--- src/core/pfc_value_buf.sv ---
`default_nettype none
// Small byte store that holds the value field of one request
module pfc_value_buf (
	input wire logic i_mclk,
	input wire logic i_wr,
	input wire logic [1:0] i_waddr,
	input wire logic [7:0] i_wdata,
	output logic [31:0] o_word
);
	logic [7:0] mem [0:3];
	// Octet 1 lands in the top byte, matching the big-endian value order
	always_ff @(posedge i_mclk) begin
		if (i_wr) begin
			mem[i_waddr] <= i_wdata;
		end
		o_word <= {mem[0], mem[1], mem[2], mem[3]};
	end
endmodule // pfc_value_buf
`default_nettype wire

--- config.mk ---
export PLATFORM = sky130hd
export DESIGN_NAME = pfc_value_buf
export DESIGN_NICKNAME = d
export VERILOG_FILES = /design/src/core/pfc_value_buf.sv
export SDC_FILE = /design/constraint.sdc
export NUM_CORES = 1
export LEC_CHECK = 0
export ABC_AREA = 1
export ABC_CLOCK_PERIOD_IN_PS = 1250
export BUFFER_PORTS_ARGS = -buffer_cell sky130_fd_sc_hd__buf_2
export CORE_ASPECT_RATIO = 0.5
export CORE_MARGIN = 2
export CORE_UTILIZATION = 44
export DETAILED_ROUTE_END_ITERATION = 12
export GPL_ROUTABILITY_DRIVEN = 0
export PLACE_DENSITY = 0.68
export REMOVE_ABC_BUFFERS = 1
export SETUP_SLACK_MARGIN = 0.5
export SYNTH_ARGS = -nofsm -noshare
export SYNTH_HDL_FRONTEND = slang
export SYNTH_SLANG_ARGS = --single-unit
--- constraint.sdc ---
create_clock -name i_mclk -period 1.25 [get_ports i_mclk]
set_clock_uncertainty 0.15 [all_clocks]
set_input_delay 0.25 -clock i_mclk [delete_from_list [all_inputs] [get_ports i_mclk]]
set_output_delay 0.25 -clock i_mclk [all_outputs]
set_load 0.01 [all_outputs]
==> results of run 1 <==
==> per-stage QoR <==
| stage | instances | cell area, µm² | setup slack (ns) |
|---|---|---|---|
| finish | 188 | 2337 | 0.09076 |
| CTS | 188 | 2206 | 0.06283 |
| global route | 188 | 2337 | 0.05267 |
| floorplan | 72 | 1632 | 0.02361 |
| global placement | 172 | 1956 | 0.08359 |
| detailed placement | 172 | 1956 | 0.04054 |
==> power groups by stage <==
| stage | sequential (W) | clock [W] | combinational (W) |
|---|---|---|---|
| final | 0.00233 | 0.00159 | 0.000199 |
| after global routing | 0.00234 | 0.00171 | 0.000210 |
| after CTS | 0.00233 | 0.00161 | 0.000158 |
| after detailed placement | 0.00237 | 0 | 0.000137 |
| after global placement | 0.00237 | 0 | 0.000132 |
| after floorplan | 0.00239 | 0 | 0.0000152 |
==> area by class of cell <==
| class | count | share of cell area, % |
|---|---|---|
| clock buffers | 12 | 5.782 |
| clock inverters | 4 | 1.927 |
| inverters | 2 | 0.7495 |
| multi-input cells | 6 | 3.266 |
| flip-flops and latches | 64 | 69.06 |
| well taps | 51 | 2.730 |
| repair buffers | 49 | 16.49 |
==> per-layer routing <==
layer / vias up / part of all wire (%)
met5: - / 0
met4: 0 / 0.53
met3: 2 / 5.9
met2: 32 / 53
met1: 381 / 40
li1: 374 / -
==> worst max path at each step <==
| stage | startpoint | endpoint | slack (ns) | depth (start not counted) |
|---|---|---|---|---|
| after floorplan | i_waddr[1] | mem[0][0] | 0.02 | 3 |
| after global placement | i_wr | mem[2][2] | 0.08 | 4 |
| after detailed placement | i_waddr[1] | mem[1][7] | 0.04 | 5 |
| after CTS | o_word[10] | o_word[10] | 0.06 | 1 |
| after global routing | o_word[22] | o_word[22] | 0.05 | 1 |
| final | o_word[12] | o_word[12] | 0.09 | 1 |
==> cell usage after synthesis, drive strengths merged <==
| cell | number | area share [%] |
|---|---|---|
| edfxtp | 32 | 59 |
| nor2 | 4 | 0.92 |
| nand2 | 2 | 0.46 |
| inv | 2 | 0.46 |
| dfxtp | 32 | 39 |
==> flip-flops by register name (all words and copies together), names as in the netlist <==
signal	count
o_word	32
mem	32
==> cells by family after synthesis <==
kind of cell | synth area share (%)
AND/OR/NAND/NOR | 1.380
buffers and inverters | 0.4603
flip-flops | 98.16
==> repair_timing <==
item,CTS,global route
setup buffers,0,0
endpoints found under the hold margin,28,22
resized for setup,21,33
endpoints found under the setup margin,64,64
pin swaps,3,3
==> flow_summary.json, run 1 <==
{
  "outcome": "complete, but fails checks",
  "violations": "hold timing",
  "cpPeakStageDelay_ns": 0.32,
  "synth_cell_type_count": 5,
  "pwr-share-clk_pct": 38.5,
  "dieArea_um2": 4241,
  "io_pins": 44,
  "worst_pin_slew_ns": 0.1074,
  "use_met2_pct": 23.46,
  "cp-end-kind": "output pin",
  "antennaDiodeCount": 0,
  "final_common_cell": "edfxtp_1",
  "synth.avg_cell_area_um2": 22.66,
  "power.switching_w": 0.0008022,
  "grt_use_total_pct": 13.51,
  "drc": 0,
  "synth_warnings": 0,
  "grt_antenna_before_repair": 0,
  "die_h_um": 47.06,
  "overflow": 0,
  "fill_cells": 242,
  "rr_endpoint": "o_word[19]",
  "busiest_layer": "met2",
  "maxCapViolCount": 0,
  "grt_util_met3_pct": 7.223,
  "die_width_um": 90.12,
  "grt_pass1_wl_um": 3767,
  "cts_inserted_buffers": 9,
  "clk_path_buf_depth": 2,
  "layout.nets": 144,
  "fmax_mhz": 862.6,
  "hold_path_class": "in -> reg",
  "crit_type": "reg -> out",
  "critPathMaxFanout": 1,
  "synthToLayoutAreaGrowth_pct": 43.25,
  "start_util_pct": 46.74,
  "intPower_w": 0.003318,
  "p_leak_nw": 0.9317,
  "finalWirelength_um": 2659,
  "whs_ns": -0.006608,
  "most-common-layout-cells": "32 x edfxtp_1, 30 x buf_2, 22 x dfxtp_1",
  "min_period_ns": 1.159,
  "rows": 15,
  "setup_viol": 0,
  "core_um2": 3491,
  "cts_tree": "built",
  "seqPwrFrac_pct": 56.6,
  "post-route-util_pct": 66.95,
  "ys_ff_latch": 64,
  "ir_worst_vdd_mv": 0.6421,
  "finalHoldViolations": 8,
  "port_buffers": 43,
  "regArea_um2": 1614,
  "slowest_stage": "dfxtp_1",
  "period_share_pct": 92.74,
  "clk_pin_slew_ns": 0.07,
  "grt_pass1_vias": 794,
  "r2r_cells": 0,
  "power_frac_comb_pct": 4.8,
  "worstPathArrival_ns": 0.76,
  "drt_first_pass_iters": 4,
  "path_cells": "buf_2",
  "r2r-start": "mem[1][3]",
  "grt_max_degree": 11,
  "drt_iter0_drc": 22,
  "grtUsageMet1_pct": 13.19,
  "htree_num_levels": 3,
  "ys_seq_area_share_pct": 98.16,
  "root_buffer": "clkbuf_8",
  "vias": 789,
  "wl_per_cell_um": 14.14,
  "holdCritStartpoint": "i_wdata[5]",
  "rsz0062_at_grt": "yes",
  "worst_skew_pair.late_latency_ns": 0.32,
  "clock-sinks": 64,
  "setup_tns_ns": 0,
  "required_ns": 0.85,
  "postSynthCellCount": 72,
  "fin_total_pwr_w": 0.004121,
  "powerDensity_nw_per_um2": 1763,
  "antenna_left": 0,
  "relSlewSlack_pct": 92.82,
  "path_buf_inv": 1,
  "min_path_cells": 1,
  "multiInputGateArea_um2": 76.32,
  "critPathTopFamily": "flip-flops",
  "drive_gt1_share_pct": 58.39,
  "routed_via_density": 4.197,
  "startpoint_type": "flip-flop",
  "hold-path-endpoint": "mem[1][5]",
  "slew_viol_final": 0,
  "hpwl_um": 1646,
  "syn_area_um2": 1632,
  "reg2reg_setup_slack_ns": 0.57,
  "swShare_pct": 19.47
}
(Power assumes the default switching activity.)
==> run 2: changes to the inputs <==
- CTS_BUF_LIST: unset -> sky130_fd_sc_hd__clkbuf_16
- TNS_END_PERCENT: unset -> 50
==> run 2 against run 1 <==
Against the previous run: critical path depth unchanged; final cell count unchanged; largest power group unchanged; hold slack better by 0.010 ns; sequential power about the same; design area down 0.43%; the flow now finishes without violations; setup slack better by 0.014 ns; clock power up 42%.
==> flow_summary.json, run 2 (synthesis gave the netlist of run 1 again) <==
{
  "required_ns": 0.85,
  "wl_per_cell_um": 13.32,
  "drt_first_pass_iters": 4,
  "most-common-layout-cells": "32 x edfxtp_1, 31 x buf_2, 20 x dfxtp_1",
  "die_width_um": 90.12,
  "worstPathArrival_ns": 0.75,
  "drive_gt1_share_pct": 54.01,
  "cp_num_cells": 1,
  "worst_skew_pair.late_latency_ns": 0.31,
  "grt_pass1_wl_um": 3532,
  "start_util_pct": 46.74,
  "worst_pin_slew_ns": 0.1558,
  "crit_type": "reg -> out",
  "maxCapViolCount": 0,
  "antennaDiodeCount": 0,
  "clk_path_buf_depth": 2,
  "grt_use_total_pct": 12.94,
  "fin_total_pwr_w": 0.004747,
  "slowest_stage": "dfxtp_1",
  "grt_max_degree": 11,
  "hold_path_class": "in -> reg",
  "cts_tree": "built",
  "critPathTopFamily": "flip-flops",
  "fill_cells": 243,
  "relSlewSlack_pct": 89.58,
  "min_period_ns": 1.145,
  "finalWirelength_um": 2504,
  "slew_viol_final": 0,
  "layout.nets": 144,
  "cpPeakStageDelay_ns": 0.31,
  "dieArea_um2": 4241,
  "setup_viol": 0,
  "root_buffer": "clkbuf_16",
  "clk_pin_slew_ns": 0.05,
  "r2r-start": "mem[1][3]",
  "final_common_cell": "edfxtp_1",
  "htree_num_levels": 3,
  "port_buffers": 43,
  "critPathMaxFanout": 1,
  "drt_iter0_drc": 18,
  "finalHoldViolations": 0,
  "path_cells": "buf_2",
  "crit_end": "o_word[10]",
  "powerDensity_nw_per_um2": 2040,
  "r2r_cells": 0,
  "drc": 0,
  "routed_via_density": 4.085,
  "fmax_mhz": 873.1,
  "synthToLayoutAreaGrowth_pct": 42.64,
  "core_um2": 3491,
  "outcome": "completed",
  "p_leak_nw": 0.9665,
  "antenna_left": 0,
  "rr_endpoint": "o_word[19]",
  "reg2reg_setup_slack_ns": 0.61,
  "io_pins": 44,
  "overflow": 0,
  "hpwl_um": 1646,
  "cp-end-kind": "output pin",
  "grt_pass1_vias": 757,
  "grt_antenna_before_repair": 0,
  "reg.largest.list": "mem (32), o_word (32)",
  "period_share_pct": 91.62,
  "stdcell_area_um2": 2327,
  "cts_inserted_buffers": 9,
  "dpl_cell_area_um2": 1956,
  "path_buf_inv": 1,
  "setup_tns_ns": 0,
  "vias": 768,
  "rows": 15,
  "startpoint_type": "flip-flop",
  "clock-sinks": 64,
  "die_h_um": 47.06,
  "rsz0062_at_grt": "yes",
  "startpoint": "o_word[10]",
  "ir_worst_vdd_mv": 0.7587
}
[run 2: cell count changes in the layout (fill, tap and decap cells not counted), sizes merged]
cell,change
inv,+3
clkbuf,-3
[run 2: final cells by class]
cell class / count / area [µm²] / area share (%)
repair buffers: 49 / 335.3 / 14.41
flip-flops and latches: 64 / 1617 / 69.46
inverters: 2 / 7.507 / 0.3226
clock buffers: 9 / 225.2 / 9.677
multi-input cells: 6 / 22.52 / 0.9677
well taps: 51 / 63.81 / 2.742
clock inverters: 7 / 56.30 / 2.419
[run 2: timing repair]
item / in CTS / in global routing
gates resized for setup: 6 / 18
endpoints found under the setup margin: 64 / 64
buffers inserted: 0 / 0
hold endpoints to repair: 13 / 8
[run 2: metal layers]
layer  vias to the layer above  wire [µm]  track usage, %
met5                         -          0               0
li1                        375          -               -
met2                        32       1312           20.90
met4                         0         40           12.00
met3                         6        130           7.544
met1                       355       1021           12.54
[run 2: worst min path at each step]
stage / start / slack (ns) / end / depth (start not counted)
2_1_floorplan: mem[3][0] / 0.17 / o_word[0] / 0
3_3_place_gp: mem[2][5] / 0.18 / o_word[13] / 0
3_5_place_dp: mem[0][1] / 0.18 / o_word[25] / 0
4_1_cts: i_wdata[5] / -0.007 / mem[3][5] / 1
5_1_grt: i_wdata[5] / -0.003 / mem[0][5] / 1
6_report: i_wdata[5] / 0.004 / mem[1][5] / 1
[run 2: metrics by stage]
| step | util [%] | hold slack (ns) | setup WS [ns] | std cells |
|---|---|---|---|---|
| final | 66.67 | 0.003708 | 0.1047 | 188 |
| after global routing | 66.67 | -0.003359 | 0.07051 | 188 |
| after CTS | 64.73 | -0.007348 | 0.08121 | 188 |
| after detailed placement | 56.02 | 0.1769 | 0.04054 | 172 |
| after global placement | 56.02 | 0.1752 | 0.08359 | 172 |
| after floorplan | - | 0.1733 | 0.02361 | 72 |
[run 2: where the power goes]
group / switching, W / total (W) / internal [W]
Combinational: 0.0000806 / 0.000155 / 0.0000747
Clock: 0.000748 / 0.00225 / 0.00150
Sequential: 0.0000265 / 0.00234 / 0.00231
Total: 0.000855 / 0.00475 / 0.00389
==> run 3: changes to the inputs <==
- HOLD_SLACK_MARGIN: unset -> 0.02
- RECOVER_POWER: unset -> 100
==> run 3 against run 2 <==
Against the previous run: sequential cell count stayed put; via count unchanged; setup slack worse by 0.025 ns; design area shrank 2.9%; sequential power about the same; non-clock buffer count did not move; first-iteration DRC count grew 22%; final cell count did not move; sequential share of layout area up 1.4 points.
==> flow_summary.json, run 3 (synthesis gave the netlist of run 1 again) <==
{
  "outcome": "completed",
  "cts_inserted_buffers": 9,
  "root_buffer": "clkbuf_16",
  "wl_per_cell_um": 13.57,
  "grt_use_total_pct": 12.94,
  "die_width_um": 90.12,
  "path_cells": "clkbuf_1",
  "powerDensity_nw_per_um2": 2091,
  "most-common-layout-cells": "32 x edfxtp_1, 32 x dfxtp_1, 30 x clkbuf_1",
  "fmax_mhz": 854.8,
  "cpPeakStageDelay_ns": 0.31,
  "overflow": 0,
  "reg.largest.list": "mem (32), o_word (32)",
  "dieArea_um2": 4241,
  "grt_pass1_wl_um": 3532,
  "critPathTopFamily": "flip-flops",
  "finish.cell_count_without_fillers": 188,
  "core_um2": 3491,
  "postCtsSetupRepairBufs": 0,
  "period_share_pct": 93.59,
  "p_leak_nw": 0.8756,
  "io_pins": 44,
  "startpoint_type": "flip-flop",
  "rsz0062_at_grt": "yes",
  "finalWirelength_um": 2551,
  "min_period_ns": 1.170,
  "path_buf_inv": 1,
  "relSlewSlack_pct": 67.10,
  "critPathMaxFanout": 1,
  "worst_skew_pair.late_latency_ns": 0.31,
  "reg2reg_setup_slack_ns": 0.60,
  "hpwl_um": 1646,
  "finalHoldViolations": 0,
  "htree_num_levels": 3,
  "crit_type": "reg -> out",
  "port_buffers": 43,
  "antenna_left": 0,
  "drt_iter0_drc": 22,
  "start_util_pct": 46.74,
  "busiest_layer": "met2",
  "drive_gt1_share_pct": 23.36,
  "cp-end-kind": "output pin",
  "cts_tree": "built",
  "ir_worst_vdd_mv": 0.7556,
  "synthToLayoutAreaGrowth_pct": 38.50,
  "hold_path_class": "in -> reg",
  "grt_util_met3_pct": 7.544,
  "slew_viol_final": 0,
  "setup_tns_ns": 0,
  "grtUsageMet1_pct": 12.54,
  "clk_path_buf_depth": 2,
  "clock-sinks": 64,
  "fin_total_pwr_w": 0.004725,
  "dp_cells": 172,
  "use_met2_pct": 20.90,
  "worstPathArrival_ns": 0.77,
  "drc": 0,
  "grt_pass1_vias": 757,
  "worst_pin_slew_ns": 0.4935,
  "routed_via_density": 4.085,
  "drt_first_pass_iters": 4,
  "required_ns": 0.85,
  "whs_ns": 0.05691,
  "vias": 768,
  "die_h_um": 47.06,
  "antennaDiodeCount": 0,
  "rows": 15,
  "slowest_stage": "dfxtp_1",
  "grt_max_degree": 11,
  "layout.nets": 144,
  "clk_pin_slew_ns": 0.05,
  "setup_viol": 0,
  "maxCapViolCount": 0,
  "grt_antenna_before_repair": 0
}
-- run 3: changes by cell type in the layout (fill, tap and decap cells not counted) --
| cell | before | now |
|---|---|---|
| clkbuf_1 | 0 | 30 |
| dfxtp_1 | 20 | 32 |
| buf_2 | 31 | 7 |
| dfxtp_2 | 12 | 0 |
| buf_4 | 6 | 0 |
-- run 3: final timing paths --
check             startpoint          to  cells past startpoint
hold / removal    i_wdata[5]   mem[3][5]                      1
hold reg to reg    mem[0][2]  o_word[26]                      0
setup reg to reg   mem[1][3]  o_word[19]                      0
setup / recovery  o_word[23]  o_word[23]                      1
-- run 3: repair_timing --
action	4_1_cts	5_1_grt
endpoints found under the hold margin	28	28
endpoints found under the setup margin	64	64
resized for setup	6	18
-- run 3: layer usage --
layer  wire [µm]  up-vias
met2        1323       32
met5           0        -
met4          42        0
met3         133        6
li1            -      376
met1        1051      354
-- run 3: report_power, final --
group / switching, W / leakage [nW] / internal, W
clock: 0.000745 / 0.153 / 0.00150
sequential: 0.0000273 / 0.564 / 0.00231
combinational: 0.0000810 / 0.159 / 0.0000581
-- run 3: area by class of cell --
| class | instances | area, µm² |
|---|---|---|
| clock buffers | 9 | 225.2 |
| clock inverters | 7 | 56.30 |
| fillers | 270 | 1231 |
| inverters | 2 | 7.507 |
| multi-input cells | 6 | 22.52 |
| flip-flops and latches | 64 | 1602 |
| well taps | 51 | 63.81 |
| repair buffers | 49 | 282.8 |
-- run 3: stage by stage --
step	setup slack [ns]	cell area (µm²)	util [%]
floorplan	0.02361	1632	-
global placement	0.08359	1956	56.02
detailed placement	0.04054	1956	56.02
CTS	0.08121	2260	64.73
global route	0.03622	2260	64.73
finish	0.08017	2260	64.73
